## config.mk

```make
export PLATFORM = sky130hd
export DESIGN_NAME = fimvc_top
export DESIGN_NICKNAME = d
export VERILOG_FILES = /design/src/fimvc_pkg.sv /design/src/fimvc_prio.sv /design/src/fimvc_top.sv
export SDC_FILE = /design/constraint.sdc
export NUM_CORES = 1
export LEC_CHECK = 0
export BUFFER_PORTS_ARGS = -buffer_cell sky130_fd_sc_hd__buf_2
export CORE_UTILIZATION = 35
export CTS_BUF_LIST = sky130_fd_sc_hd__clkbuf_2
export DETAILED_ROUTE_END_ITERATION = 12
export PLACE_DENSITY_LB_ADDON = 0.25
export RECOVER_POWER = 100
export SYNTH_ARGS = -nofsm -noshare
export SYNTH_HDL_FRONTEND = slang
export SYNTH_HIERARCHICAL = 1
export SYNTH_SLANG_ARGS = --single-unit
```

## constraint.sdc

```tcl
create_clock -name clk -period 45.1 [get_ports clk]
set_clock_uncertainty 0.2 [all_clocks]
set_input_delay 2.255 -clock clk [delete_from_list [all_inputs] [get_ports clk]]
set_output_delay 2.255 -clock clk [all_outputs]
set_load 0.1 [all_outputs]
```

## src/fimvc_pkg.sv

```systemverilog
// constants, carriers and field layout of the fast mask and vector block
// assumes an apb master and a core that takes level requests
// Function
// - clear register drops each written-one enable bit
// - fast status is raw AND fast enable
// - any fast status bit raises fast request
// - no fast encoding unless fast vectoring enabled
// - config bit 2 drives fast bit 1
// - config bit 1 drives normal bit 1
// - programmed interrupts bypass enable masks
// - nesting bit 0 enables normal vectoring
// - nesting bit 1 enables fast vectoring
// - eight nested levels; fast outranks normal when both nesting bits are set
// - per-source priority steers nesting and vector
// - base locates table of 32 pointers
// - vector: base at 22:7, source 6:2
// - fast enable clears normal enable, reverse
// - or of fast bits 31:1 is bit 0
// - three-bit priority; source 0 unprioritised
// - one bit position per source everywhere
package fimvc_pkg;
  localparam logic [31:0] ADDR_BASE   = 32'hffff_0014;
  localparam logic [31:0] ADDR_VEC    = 32'hffff_001c;
  localparam logic [31:0] ADDR_FSTAT  = 32'hffff_0100;
  localparam logic [31:0] ADDR_FRAW   = 32'hffff_0104;
  localparam logic [31:0] ADDR_FEN    = 32'hffff_0108;
  localparam logic [31:0] ADDR_FCLR   = 32'hffff_010c;
  localparam logic [31:0] ADDR_SWI    = 32'hffff_0110;
  localparam logic [31:0] RST_WORD    = 32'h0000_0000;
  localparam logic [31:0] SRC_VALID   = 32'h0fff_fffe;
  localparam int          OR_BIT      = 0;
  localparam int          SWI_SRC_BIT = 1;
  localparam int          SWI_IRQ_BIT = 1;
  localparam int          SWI_FIQ_BIT = 2;
  localparam int          NEST_IRQ    = 0;
  localparam int          NEST_FIQ    = 1;
  localparam int          BASE_W      = 16;
  localparam int          VEC_SRC_LSB = 2;
  localparam int          VEC_BAS_LSB = 7;
  localparam int          SRC_W       = 5;
  localparam int          PRIO_W      = 3;
  localparam int          LEVELS      = 8;
  localparam int          SRC_MAX     = 27;
  localparam int          TABLE_LEN   = 32;

  typedef logic [31:0][PRIO_W-1:0] fimvc_prio_t;

  typedef struct packed {
    logic        psel;
    logic        penable;
    logic        pwrite;
    logic [31:0] paddr;
    logic [31:0] pwdata;
  } fimvc_apb_req_s;

  typedef struct packed {
    logic        pready;
    logic [31:0] prdata;
    logic        pslverr;
  } fimvc_apb_rsp_s;

  typedef enum logic [1:0] {
    FIMVC_IDLE = 2'b01,
    FIMVC_ACK  = 2'b10
  } fimvc_apb_e;
endpackage

```

## src/fimvc_prio.sv

```systemverilog
// priority pick over active sources, lowest level value wins
// assumes active and prio are stable combinational inputs
`timescale 1ns/1ps
module fimvc_prio #(
  parameter int NSRC = 28
) (
  input  wire logic [31:0]                         active,
  input  wire fimvc_pkg::fimvc_prio_t              prio,
  output logic                                     found,
  output logic [fimvc_pkg::SRC_W-1:0]              src,
  output logic [fimvc_pkg::PRIO_W-1:0]             lvl
);
  always_comb begin
    found = 1'b0;
    src   = '0;
    lvl   = '0;
    // source 0 carries the fast or and is never picked
    for (int i = 1; i < NSRC; i++) begin
      // strict compare keeps the lowest index on a tie
      if (active[i] && (!found || prio[i] < lvl)) begin
        found = 1'b1;
        src   = fimvc_pkg::SRC_W'(i);
        lvl   = prio[i];
      end
    end
  end
endmodule

```

## src/fimvc_top.sv

```systemverilog
// fast mask, programmed interrupts, vector base and active vector
// assumes apb master, synchronous sources, external normal mask logic
`timescale 1ns/1ps
module fimvc_top #(
  parameter int NSRC = fimvc_pkg::SRC_MAX + 1
) (
  input  wire logic                             clk,
  input  wire logic                             rst_b,
  input  wire fimvc_pkg::fimvc_apb_req_s        apb_req,
  output fimvc_pkg::fimvc_apb_rsp_s             apb_rsp_q,
  input  wire logic [31:0]                      fast_raw_src,
  input  wire logic [31:0]                      normal_raw_src,
  input  wire logic [31:0]                      normal_enable_mask,
  input  wire logic [31:0]                      normal_en_set,
  input  wire logic [1:0]                       nesting_control,
  input  wire fimvc_pkg::fimvc_prio_t           prio_fields,
  input  wire logic                             normal_eoi,
  output logic                                  fast_irq_q,
  output logic                                  normal_irq_q,
  output logic [31:0]                           normal_raw_signal_q,
  output logic [31:0]                           normal_masked_status_q,
  output logic [31:0]                           normal_en_clr_q,
  output logic [fimvc_pkg::SRC_W-1:0]           fast_vec_src_q
);
  fimvc_pkg::fimvc_apb_e           st_q;
  fimvc_pkg::fimvc_apb_e           st_d;
  logic [31:0]                     fast_en_q;
  logic [31:0]                     fast_en_d;
  logic [31:0]                     fast_raw_q;
  logic [31:0]                     fast_stat_q;
  logic [fimvc_pkg::BASE_W-1:0]    base_q;
  logic [2:0]                      swi_q;
  logic [fimvc_pkg::SRC_W-1:0]     vec_src_q;
  logic [fimvc_pkg::LEVELS-1:0]    insvc_q;
  logic [fimvc_pkg::LEVELS-1:0]    insvc_d;

  // bus decode
  wire        setup   = apb_req.psel && !apb_req.penable;
  wire        fire    = apb_req.psel && apb_req.penable && apb_rsp_q.pready;
  wire        wr_fire = fire && apb_req.pwrite;
  wire        rd_fire = fire && !apb_req.pwrite;
  wire [31:0] addr    = apb_req.paddr;
  wire [31:0] wdata   = apb_req.pwdata;
  wire        hit_base  = addr == fimvc_pkg::ADDR_BASE;
  wire        hit_vec   = addr == fimvc_pkg::ADDR_VEC;
  wire        hit_fstat = addr == fimvc_pkg::ADDR_FSTAT;
  wire        hit_fraw  = addr == fimvc_pkg::ADDR_FRAW;
  wire        hit_fen   = addr == fimvc_pkg::ADDR_FEN;
  wire        hit_fclr  = addr == fimvc_pkg::ADDR_FCLR;
  wire        hit_swi   = addr == fimvc_pkg::ADDR_SWI;
  wire        hit_any   = hit_base | hit_vec | hit_fstat | hit_fraw
                        | hit_fen | hit_fclr | hit_swi;
  wire        wr_fen  = wr_fire && hit_fen;
  wire        wr_fclr = wr_fire && hit_fclr;
  wire        wr_swi  = wr_fire && hit_swi;
  wire        wr_base = wr_fire && hit_base;
  wire        rd_vec  = rd_fire && hit_vec;

  // enable mask: ones set, clear register and normal side clear
  wire [31:0] fen_set = wr_fen  ? (wdata & fimvc_pkg::SRC_VALID) : '0;
  wire [31:0] fen_clr = wr_fclr ? wdata : '0;
  assign fast_en_d = (fast_en_q | fen_set) & ~fen_clr & ~normal_en_set;

  // status vectors, same bit per source in both types
  wire        nest_irq = nesting_control[fimvc_pkg::NEST_IRQ];
  wire        nest_fiq = nesting_control[fimvc_pkg::NEST_FIQ];
  wire [31:1] fstat_hi = {fast_raw_src[31:2] & fast_en_q[31:2],
                          swi_q[fimvc_pkg::SWI_FIQ_BIT]};
  wire        fiq_or   = |fstat_hi;
  wire [31:0] fstat_d  = {fstat_hi, fiq_or};
  wire [31:0] fraw_d   = {fast_raw_src[31:2], swi_q[fimvc_pkg::SWI_FIQ_BIT], fiq_or};
  wire [31:1] nstat_hi = {normal_raw_src[31:2] & normal_enable_mask[31:2],
                          swi_q[fimvc_pkg::SWI_IRQ_BIT]};
  wire [31:0] nstat_d  = {nstat_hi, fiq_or};
  wire [31:0] nraw_d   = {normal_raw_src[31:2], swi_q[fimvc_pkg::SWI_IRQ_BIT], fiq_or};

  // priority pick for each type
  logic                            n_found;
  logic [fimvc_pkg::SRC_W-1:0]     n_src;
  logic [fimvc_pkg::PRIO_W-1:0]    n_lvl;
  logic                            f_found;
  logic [fimvc_pkg::SRC_W-1:0]     f_src;

  fimvc_prio #(.NSRC(NSRC)) u_npick (
    .active (nstat_d),
    .prio   (prio_fields),
    .found  (n_found),
    .src    (n_src),
    .lvl    (n_lvl)
  );

  fimvc_prio #(.NSRC(NSRC)) u_fpick (
    .active (fstat_d),
    .prio   (prio_fields),
    .found  (f_found),
    .src    (f_src),
    .lvl    ()
  );

  // in-service levels: one bit per level gives eight-deep nesting
  function automatic logic [3:0] lowest_set(input logic [7:0] v);
    logic [3:0] r;
    r = 4'(fimvc_pkg::LEVELS);
    for (int i = fimvc_pkg::LEVELS - 1; i >= 0; i--) begin
      if (v[i]) begin
        r = 4'(i);
      end
    end
    return r;
  endfunction

  wire [3:0] cur_lvl  = lowest_set(insvc_q);
  wire       n_beats  = n_found && ({1'b0, n_lvl} < cur_lvl);
  // eoi retires the most recent, i.e. the numerically lowest, level
  wire [7:0] insvc_rt = normal_eoi ? (insvc_q & (insvc_q - 8'h01)) : insvc_q;
  wire [7:0] insvc_nw = (rd_vec && nest_irq && n_found) ? (8'h01 << n_lvl) : 8'h00;
  assign insvc_d = insvc_rt | insvc_nw;

  // fast requests outrank normal ones only when both normal and fast vectoring are on
  wire nirq_d = nest_irq ? (n_beats && !(nest_fiq && fiq_or))
                         : (|nstat_d);

  // read mux, sampled at setup; data stands through the access phase
  wire [31:0] vec_word = {9'h000, base_q, vec_src_q, 2'b00};
  wire [31:0] rd_data  =
      hit_base  ? {16'h0000, base_q} :
      hit_vec   ? vec_word :
      hit_fstat ? fast_stat_q :
      hit_fraw  ? fast_raw_q :
      hit_fen   ? fast_en_q :
      hit_swi   ? {29'h0000_0000, swi_q} :
      32'h0000_0000;

  // apb handshake, one ack cycle per transfer
  always_comb begin
    unique case (st_q)
      fimvc_pkg::FIMVC_IDLE: st_d = setup ? fimvc_pkg::FIMVC_ACK : fimvc_pkg::FIMVC_IDLE;
      fimvc_pkg::FIMVC_ACK:  st_d = fimvc_pkg::FIMVC_IDLE;
      default:               st_d = fimvc_pkg::FIMVC_IDLE;
    endcase
  end

  always_ff @(posedge clk or negedge rst_b) begin
    if (!rst_b) begin
      st_q      <= fimvc_pkg::FIMVC_IDLE;
      apb_rsp_q <= '0;
    end else begin
      st_q              <= st_d;
      apb_rsp_q.pready  <= setup;
      apb_rsp_q.prdata  <= setup && !apb_req.pwrite ? rd_data : '0;
      apb_rsp_q.pslverr <= setup && !hit_any;
    end
  end

  always_ff @(posedge clk or negedge rst_b) begin
    if (!rst_b) begin
      fast_en_q <= fimvc_pkg::RST_WORD;
      base_q    <= '0;
      swi_q     <= '0;
    end else begin
      fast_en_q <= fast_en_d;
      if (wr_base) begin
        base_q <= wdata[fimvc_pkg::BASE_W-1:0];
      end
      if (wr_swi) begin
        swi_q <= {wdata[fimvc_pkg::SWI_FIQ_BIT], wdata[fimvc_pkg::SWI_IRQ_BIT], 1'b0};
      end
    end
  end

  // registered views; sources briefer than one cycle may be missed
  always_ff @(posedge clk or negedge rst_b) begin
    if (!rst_b) begin
      fast_raw_q             <= fimvc_pkg::RST_WORD;
      fast_stat_q            <= fimvc_pkg::RST_WORD;
      normal_raw_signal_q    <= fimvc_pkg::RST_WORD;
      normal_masked_status_q <= fimvc_pkg::RST_WORD;
      fast_irq_q             <= 1'b0;
      normal_irq_q           <= 1'b0;
      normal_en_clr_q        <= '0;
    end else begin
      fast_raw_q             <= fraw_d;
      fast_stat_q            <= fstat_d;
      normal_raw_signal_q    <= nraw_d;
      normal_masked_status_q <= nstat_d;
      fast_irq_q             <= fiq_or;
      normal_irq_q           <= nirq_d;
      normal_en_clr_q        <= fen_set;
    end
  end

  always_ff @(posedge clk or negedge rst_b) begin
    if (!rst_b) begin
      vec_src_q      <= '0;
      fast_vec_src_q <= '0;
      insvc_q        <= '0;
    end else begin
      vec_src_q      <= nest_irq ? n_src : '0;
      fast_vec_src_q <= (nest_fiq && f_found) ? f_src : '0;
      insvc_q        <= insvc_d;
    end
  end

  // checks
  property p_fclr;
    @(posedge clk) disable iff (!rst_b)
      wr_fclr |=> ((fast_en_q & $past(wdata)) == 32'h0000_0000);
  endproperty
  a_fclr: assert property (p_fclr) else $error("fast mask clear left a bit set");

  property p_fstat;
    @(posedge clk) disable iff (!rst_b)
      fast_stat_q[31:2] == ($past(fast_raw_src[31:2]) & $past(fast_en_q[31:2]));
  endproperty
  a_fstat: assert property (p_fstat) else $error("fast status not raw and enable");

  property p_firq;
    @(posedge clk) disable iff (!rst_b)
      (fast_irq_q == |fast_stat_q[31:1]) && (fast_stat_q[0] == fast_irq_q);
  endproperty
  a_firq: assert property (p_firq) else $error("fast request not or of status");

  property p_swi_fiq;
    @(posedge clk) disable iff (!rst_b)
      wr_swi |=> ##1 (fast_stat_q[1] == $past(wdata[2], 2))
                  && (fast_raw_q[1] == fast_stat_q[1]);
  endproperty
  a_swi_fiq: assert property (p_swi_fiq) else $error("programmed fast bit wrong");

  property p_swi_irq;
    @(posedge clk) disable iff (!rst_b)
      wr_swi |=> ##1 (normal_masked_status_q[1] == $past(wdata[1], 2))
                  && (normal_raw_signal_q[1] == normal_masked_status_q[1]);
  endproperty
  a_swi_irq: assert property (p_swi_irq) else $error("programmed normal bit wrong");

  property p_xclr;
    @(posedge clk) disable iff (!rst_b)
      wr_fen |=> normal_en_clr_q == ($past(wdata) & fimvc_pkg::SRC_VALID);
  endproperty
  a_xclr: assert property (p_xclr) else $error("normal mask not cleared");

  property p_novec;
    @(posedge clk) disable iff (!rst_b)
      !nest_irq ##1 !nest_irq |-> (vec_src_q == '0) && (normal_irq_q == |$past(nstat_d));
  endproperty
  a_novec: assert property (p_novec) else $error("plain mode vector nonzero");

  property p_fastwin;
    @(posedge clk) disable iff (!rst_b)
      ($past(nest_irq) && $past(nest_fiq) && fast_irq_q) |-> !normal_irq_q;
  endproperty
  a_fastwin: assert property (p_fastwin) else $error("normal beat fast request");

  property p_vecword;
    @(posedge clk) disable iff (!rst_b)
      (setup && hit_vec && !apb_req.pwrite) |=>
        (apb_rsp_q.prdata == {9'h000, $past(base_q), $past(vec_src_q), 2'b00});
  endproperty
  a_vecword: assert property (p_vecword) else $error("vector word layout wrong");

  property p_baseup;
    @(posedge clk) disable iff (!rst_b)
      (setup && hit_base && !apb_req.pwrite) |=> apb_rsp_q.prdata[31:16] == 16'h0000;
  endproperty
  a_baseup: assert property (p_baseup) else $error("base upper half nonzero");

  property p_nofvec;
    @(posedge clk) disable iff (!rst_b)
      !$past(nest_fiq) |-> fast_vec_src_q == '0;
  endproperty
  a_nofvec: assert property (p_nofvec) else $error("fast vector without vectoring");

  property p_fen_keep;
    @(posedge clk) disable iff (!rst_b)
      (wr_fclr && (normal_en_set == 32'h0000_0000)) |=>
        (fast_en_q == ($past(fast_en_q) & ~$past(wdata)));
  endproperty
  a_fen_keep: assert property (p_fen_keep) else $error("clear hit other bits");

  property p_swi_bypass;
    @(posedge clk) disable iff (!rst_b)
      fast_stat_q[1] == $past(swi_q[fimvc_pkg::SWI_FIQ_BIT]);
  endproperty
  a_swi_bypass: assert property (p_swi_bypass) else $error("programmed bit was masked");

  property p_or_bit;
    @(posedge clk) disable iff (!rst_b)
      (normal_raw_signal_q[0] == fast_irq_q) && (normal_masked_status_q[0] == fast_irq_q)
        && (fast_raw_q[0] == fast_irq_q);
  endproperty
  a_or_bit: assert property (p_or_bit) else $error("or bit differs from fast request");

  property p_en_excl;
    @(posedge clk) disable iff (!rst_b)
      (normal_en_set != 32'h0000_0000) |=>
        ((fast_en_q & $past(normal_en_set)) == 32'h0000_0000);
  endproperty
  a_en_excl: assert property (p_en_excl) else $error("source enabled for both types");

  property p_fen_rsv;
    @(posedge clk) disable iff (!rst_b)
      (fast_en_q & ~fimvc_pkg::SRC_VALID) == 32'h0000_0000;
  endproperty
  a_fen_rsv: assert property (p_fen_rsv) else $error("fast enable outside sources");

  property p_nest_hold;
    @(posedge clk) disable iff (!rst_b)
      ($past(nest_irq) && ({1'b0, $past(n_lvl)} >= $past(cur_lvl))) |-> !normal_irq_q;
  endproperty
  a_nest_hold: assert property (p_nest_hold) else $error("nested request not held");

  property p_pick;
    @(posedge clk) disable iff (!rst_b)
      ($past(nest_irq) && $past(n_found)) |-> (vec_src_q != '0)
        && ((($past(nstat_d) >> vec_src_q) & 32'h0000_0001) == 32'h0000_0001);
  endproperty
  a_pick: assert property (p_pick) else $error("vector names an idle source");

  property p_mark;
    @(posedge clk) disable iff (!rst_b)
      (rd_vec && nest_irq && n_found) |=> (((insvc_q >> $past(n_lvl)) & 8'h01) == 8'h01);
  endproperty
  a_mark: assert property (p_mark) else $error("vector read did not mark level");

  property p_eoi;
    @(posedge clk) disable iff (!rst_b)
      (normal_eoi && !rd_vec && (insvc_q != 8'h00)) |=>
        (($countones(insvc_q) + 1) == $countones($past(insvc_q)));
  endproperty
  a_eoi: assert property (p_eoi) else $error("end of service kept wrong levels");

  property p_fvec;
    @(posedge clk) disable iff (!rst_b)
      ($past(nest_fiq) && $past(f_found)) |-> (fast_vec_src_q != '0)
        && ((($past(fstat_d) >> fast_vec_src_q) & 32'h0000_0001) == 32'h0000_0001);
  endproperty
  a_fvec: assert property (p_fvec) else $error("fast vector names an idle source");

  property p_base;
    @(posedge clk) disable iff (!rst_b)
      wr_base |=> base_q == $past(wdata[fimvc_pkg::BASE_W-1:0]);
  endproperty
  a_base: assert property (p_base) else $error("vector base not stored");

  c_swi_fiq: cover property (@(posedge clk) disable iff (!rst_b) wr_swi && wdata[2]);
  c_vec_rd:  cover property (@(posedge clk) disable iff (!rst_b) rd_vec && nest_irq);
  c_nested:  cover property (@(posedge clk) disable iff (!rst_b) $countones(insvc_q) > 1);
  c_badaddr: cover property (@(posedge clk) disable iff (!rst_b) fire && apb_rsp_q.pslverr);
  c_fastwin: cover property (@(posedge clk) disable iff (!rst_b) nest_fiq && fiq_or && n_found);
endmodule

```

## Yosys cells after proc, flatten, opt, wreduce, memory -nomap -nowiden

Cells that the tools add are included.

- Flip-flop bits (word level): 260
- Logic and storage cells: 456
- Input port bits: 296

- Reduce and logical (&&, ||, !) cells: 180
- Bitwise operators: 15
- Shifts and indexed selects: 1
- $lt $le $gt $ge: 53
- Multiplexer cells: 183
- $add $sub $neg: 1
- Equality and inequality tests: 7

Operators with widths:

| operator | count |
|---|---|
| $eq A32 B32 Y1 const B | 7 |
| $mux W32 | 7 |
| $mux W3 | 62 |
| $lt A3 B3 Y1 | 52 |
| $mux W5 | 26 |
| $mux W4 | 24 |
| $logic_and A1 B1 Y1 | 70 |
| $and A32 B32 Y32 | 2 |
| $not A32 Y32 | 2 |
| $reduce_or A62 Y1 | 1 |
| $and A30 B30 Y30 | 2 |
| $mux W1 | 57 |
| $logic_not A1 Y1 | 56 |
| $logic_or A1 B1 Y1 | 52 |
| $or A32 B28 Y32 | 1 |
| $reduce_or A31 Y1 | 1 |
| $mux W28 | 1 |
| $mux W8 | 2 |
| $and A8 B8 Y8 | 1 |
| $mux W2 | 4 |
| $or A8 B8 Y8 | 1 |
| $shl A1 B3 Y8 const A | 1 |
| $sub A8 B1 Y8 const B | 1 |
| $or A1 B1 Y1 | 6 |
| $lt A3 B4 Y1 | 1 |

## Logic depth before layout (Yosys ltp)

- Word-level depth: 109
- Mapped depth: 203
- Depth with buffers taken out: 200

## Modules after synthesis

Netlist, hierarchy kept.

Modules (own cells, without submodules):

| module | sequential area each (sq um) | cells an instance | instances | area each (sq um) |
|---|---|---|---|---|
| fimvc_top | 6331.1 | 742 | 1 | 9818.2 |
| fimvc_prio (u_fpick) | 0.0 | 696 | 1 | 4729.5 |
| fimvc_prio (u_npick) | 0.0 | 673 | 1 | 4662.0 |

## Worst setup path after synthesis

Ideal clock, no wire load.

- Path kind: input to register
- From: in prio_fields[4] (netlist name)
- To: reg normal_irq_q
- Slack: 11.173 ns
- Library setup time: 0.082 ns
- Stages: 194
- Arrival time: 33.644 ns
- Path through: nand2_1 ha_1 a2111oi_0 a21oi_1 mux2i_1 inv_1 ha_1 a21oi_1 and2_1 o211ai_1 and2_1 a21oi_1 inv_1 ha_1 o21a_1 o21ai_0 nand2b_1 o2111a_1 [158 not listed] o22ai_1 nand2_1 o21ai_0 a31oi_1 mux2_2 ha_1 o21a_1 o32ai_1 and2_1 a41oi_2 nand2_1 o221ai_1 ha_1 o21ai_0 nor2_1 o22ai_1 o21bai_1 o22ai_1

- Longest elaborated chain between the ends: 109
- Elaborated cells on any way between the ends: 160
- Those cells by class: order compare: 27; mux: 54; reduce/logical: 79

RTL lines:

| what | line | source |
|---|---|---|
| start, declared | fimvc_top.sv:16 | `input wire fimvc_pkg::fimvc_prio_t prio_fields,` |
| $mux W3 (*) | fimvc_prio.sv:20 | `if (active[i] && (!found \|\| prio[i] < lvl)) begin` |
| $lt A3 B3 Y1 | fimvc_prio.sv:20 |  |
| $logic_or A1 B1 Y1 | fimvc_prio.sv:20 |  |
| $logic_and A1 B1 Y1 | fimvc_prio.sv:20 |  |
| $mux W3 / $mux W1 (equally long branches) | fimvc_prio.sv:20 |  |
| $lt A3 B3 Y1 / $logic_not A1 Y1 (equally long branches) | fimvc_prio.sv:20 |  |
| $logic_or A1 B1 Y1 | fimvc_prio.sv:20 |  |
| $logic_and A1 B1 Y1 | fimvc_prio.sv:20 |  |
| [95 not listed] | -- |  |
| $logic_and A1 B1 Y1 | fimvc_prio.sv:20 |  |
| $mux W3 (*) | fimvc_prio.sv:20 |  |
| via n_lvl (one bit) | fimvc_top.sv:80 | `logic [fimvc_pkg::PRIO_W-1:0] n_lvl;` |
| $lt A3 B4 Y1 (*) | fimvc_top.sv:113 | `wire n_beats = n_found && ({1'b0, n_lvl} < cur_lvl);` |
| $logic_and A1 B1 Y1 (*) | fimvc_top.sv:113 |  |
| $logic_and A1 B1 Y1 (*) | fimvc_top.sv:120 | `wire nirq_d = nest_irq ? (n_beats && !(nest_fiq && fiq_or))` |
| $mux W1 (*) | fimvc_top.sv:120 |  |
| via nirq_d | fimvc_top.sv:120 |  |
| end signal, assigned | fimvc_top.sv:187 | `normal_irq_q <= nirq_d;` |
| end, declared | fimvc_top.sv:19 | `output logic normal_irq_q,` |

Mark *: on every way through the listed nets, which the timed path passes. The rest lies on a longest branch.
A chain may end at the register's enable or synchronous reset.

## Worst setup path after layout

- From: in normal_raw_src[2]
- To: reg normal_irq_q

- Longest elaborated chain between the ends: 107
- Elaborated cells on any way between the ends: 159
- Those cells by class: order compare: 26; mux: 53; bitwise: 1; reduce/logical: 79

RTL lines:

| what | line | source |
|---|---|---|
| start, declared | fimvc_top.sv:12 | `input wire logic [31:0] normal_raw_src,` |
| $and A30 B30 Y30 (*) | fimvc_top.sv:72 | `wire [31:1] nstat_hi = {normal_raw_src[31:2] & normal_enable_mask[31:2],` |
| via nstat_d[2] | fimvc_top.sv:74 | `wire [31:0] nstat_d = {nstat_hi, fiq_or};` |
| $logic_and A1 B1 Y1 (*) | fimvc_prio.sv:20 |  |
| $mux W3 / $mux W1 (equally long branches) | fimvc_prio.sv:20 |  |
| $lt A3 B3 Y1 / $logic_not A1 Y1 (equally long branches) | fimvc_prio.sv:20 |  |
| $logic_or A1 B1 Y1 | fimvc_prio.sv:20 |  |
| $logic_and A1 B1 Y1 | fimvc_prio.sv:20 |  |
| $mux W3 / $mux W1 (equally long branches) | fimvc_prio.sv:20 |  |
| [94 not listed] | -- |  |
| $logic_and A1 B1 Y1 | fimvc_prio.sv:20 |  |
| $mux W3 (*) | fimvc_prio.sv:20 |  |
| via n_lvl (one bit) | fimvc_top.sv:80 |  |
| $lt A3 B4 Y1 (*) | fimvc_top.sv:113 |  |
| $logic_and A1 B1 Y1 (*) | fimvc_top.sv:113 |  |
| $logic_and A1 B1 Y1 (*) | fimvc_top.sv:120 |  |
| $mux W1 (*) | fimvc_top.sv:120 |  |
| via nirq_d | fimvc_top.sv:120 |  |

Marks and branches as above.

==> results.sh <==
export IMPL_power_density_nw_per_um2=34.21
export IMPL_fmax_ghz=0.02480
export IMPL_cts_htree_levels=3
export IMPL_failed_checks="max-capacitance violations, max-slew violations"
export IMPL_arrival_ns=41.04
export IMPL_cts_tree="yes"
export IMPL_grt_max_degree=141
export IMPL_period_share_pct=89.39
export IMPL_gp_congestion=0.9047
export IMPL_routed_via_density=5.645
export IMPL_netlist_instances=2106
export IMPL_grt_pass1_wl_mm=104.3
export IMPL_internal_power_mw=0.4251
export IMPL_clock_path_buffers=3
export IMPL_io_pins=433
export IMPL_pwr_share_comb_pct=45.8
export IMPL_cts_root_buf="clkbuf_2"
export IMPL_drive_gt1_share_pct=20.29
export IMPL_wirelength_mm=68.31
export IMPL_drt_initial_drc_count=1109
export IMPL_path_delay_family="compound AO/OA/AOI/OAI gates"
export IMPL_worstHoldPathCells=2
export IMPL_drv_slew=325
export IMPL_port_buffers=406
export IMPL_grt_busiest_layer="met2"
export IMPL_fp_dieH_um=236.0
export IMPL_avgSynthCellArea_sq_um=9.103
export IMPL_period_needed_ns=40.32
export IMPL_die_w_um=236.0
export IMPL_rr_startpoint="swi_q[1]"
export IMPL_power_mw=0.7543
export IMPL_ir_drop_mv=0.02540
export IMPL_grt_pass1_vias=18230
export IMPL_setup_tns_final_ns=0
export IMPL_criticalPathCategory="input port to register"
export IMPL_dr_total_vias=18660
export IMPL_outcome="complete, but fails checks"
export IMPL_p_switching_mw=0.3292
export IMPL_required_ns=45.83
export IMPL_first_pass_iters=5
export IMPL_synth_cell_area_sq_um=19170
export IMPL_grt_antenna_before_repair=12
export IMPL_postCtsSetupRepairBufs=0
export IMPL_start_util_pct=35.55
export IMPL_crit_slowest_cell="a2bb2oi_1"
export IMPL_dp_hpwl_mm=53.00
export IMPL_cp_num_buf_inv=23
export IMPL_met1_usage_pct=31.80
export IMPL_drtAntennaViolNets=0
export IMPL_final_area_sq_um=22050
export IMPL_wl_per_cell_um=20.67
export IMPL_critPathMostFrequentCell="ha_1"
export IMPL_worst_path_largest_cell_delay_ns=0.91
export IMPL_swShare_pct=43.64
export IMPL_yosys_warnings=6
export IMPL_cts_hold_buf=0
export IMPL_drv_cap=4
export IMPL_area_growth_syn_to_layout_pct=15.00
export IMPL_worst_pin_slew_ns=7.121
export IMPL_p_clk_share_pct=23.0
export IMPL_rsz0062_at_grt="no"
export IMPL_holdCritStartpoint="base_q[15]"
export IMPL_r2r_end="normal_irq_q"
export IMPL_drc_errors=0
export IMPL_r2r_cells=189
export IMPL_track_usage_pct=24.03
export IMPL_grtUsageMet3_pct=4.506
export IMPL_hold_path_end="apb_rsp_q[23]"
export IMPL_multi_input_area_sq_um=11880
export IMPL_cts_resized=0
export IMPL_fill_cells=5527
export IMPL_seq_area_sq_um=6331
export IMPL_maxSlewHeadroom_pct=-374.7
export IMPL_grt_ovfl_total=0
export IMPL_placed_area_sq_um=21830
export IMPL_power_leakage_nw=9.787
export IMPL_setup_viol=0
export IMPL_hold_viol_final=0
export IMPL_end_kind="register"
export IMPL_hold_path_class="register to register"
export IMPL_coreArea_sq_um=53920
export IMPL_num_nets_final=2913
export IMPL_clk_pin_slew_worst_paths_ns=0.10
export IMPL_reg2reg_slack_ns=5.27
export IMPL_row_count=85
export IMPL_clock_sinks=253
export IMPL_clk_latency_ns=1.05
export IMPL_numCtsBuffers=72
export IMPL_use_met2_pct=39.01
export IMPL_cp_start_kind="input port"
export IMPL_power_frac_seq_pct=31.1
export IMPL_die_area_sq_um=55710
export IMPL_crit_fanout=12
[layout by cell type, fill, tap and decap left out, types with 70 or more instances in the layout]
cell type / count
a21oi_1: 131
and2_0: 81
buf_2: 243
clkbuf_1: 167
clkbuf_2: 103
dfrtp_1: 253
ha_1: 70
inv_1: 112
nand2_1: 165
nor2_1: 182
o21ai_0: 118
[worst max path at each step]
stage                       from  cells after the start            to
4_1_cts           prio_fields[4]                    191  normal_irq_q
5_1_grt        normal_raw_src[2]                    191  normal_irq_q
3_3_place_gp      prio_fields[4]                    191  normal_irq_q
2_1_floorplan     prio_fields[4]                    194  normal_irq_q
6_report       normal_raw_src[2]                    190  normal_irq_q
3_5_place_dp      prio_fields[4]                    191  normal_irq_q
[layout make-up]
cell class,instances,share of cell area [%]
Antenna cell,12,0.1362
Clock buffer,103,2.338
Clock inverter,21,0.5505
Inverter,112,1.907
Multi-Input combinational cell,1693,53.87
Sequential cell,253,28.72
Tap cell,696,3.950
Timing Repair Buffer,415,8.530
[layer usage]
layer | part of all wire (%) | wire [um]
met1 | 44 | 30360
met2 | 46 | 31500
met3 | 6.4 | 4349
met4 | 3.0 | 2064
met5 | 0.050 | 34
[sequential cells by signal (all words and copies together) (netlist names)]
signal and count:
insvc_q 8, normal_raw_signal_q 30, base_q 16, vec_src_q 5
normal_irq_q 1, normal_masked_status_q 31, fast_raw_q 30, fast_vec_src_q 5
swi_q 2, fast_stat_q 32, normal_en_clr_q 27, fast_en_q 32
apb_rsp_q 34
[metrics by stage]
stage / instances / utilization [%] / worst slack, ns / hold slack [ns]
floorplan: 2110 / - / 11.17 / 0.2466
global placement: 3169 / 40.49 / 5.974 / 0.3172
detailed placement: 3169 / 40.49 / 5.369 / 0.3182
CTS: 3293 / 41.67 / 6.362 / 0.3031
global route: 3302 / 40.87 / 1.200 / 0.3559
finish: 3305 / 40.89 / 4.784 / 0.3025
[power by group through the flow]
stage	sequential (mW)	combinational, mW	clock, mW
5_1_grt	0.235	0.382	0.191
2_1_floorplan	0.260	0.227	0
4_1_cts	0.235	0.347	0.182
3_5_place_dp	0.239	0.345	0
3_3_place_gp	0.239	0.340	0
6_report	0.235	0.346	0.174
[worst register-to-register path, delay by kind of cell (launching register included)]
family / cells / cell delay (ns)
adder cells (fa/ha/maj): 27 / 6.82
flip-flops: 1 / 0.93
AND/OR/NAND/NOR: 46 / 7.19
buffers and inverters: 21 / 1.58
multiplexers: 9 / 2.90
AO/OA/AOI/OAI: 86 / 20.11
Note: power is estimated with default switching activity, not from simulation.
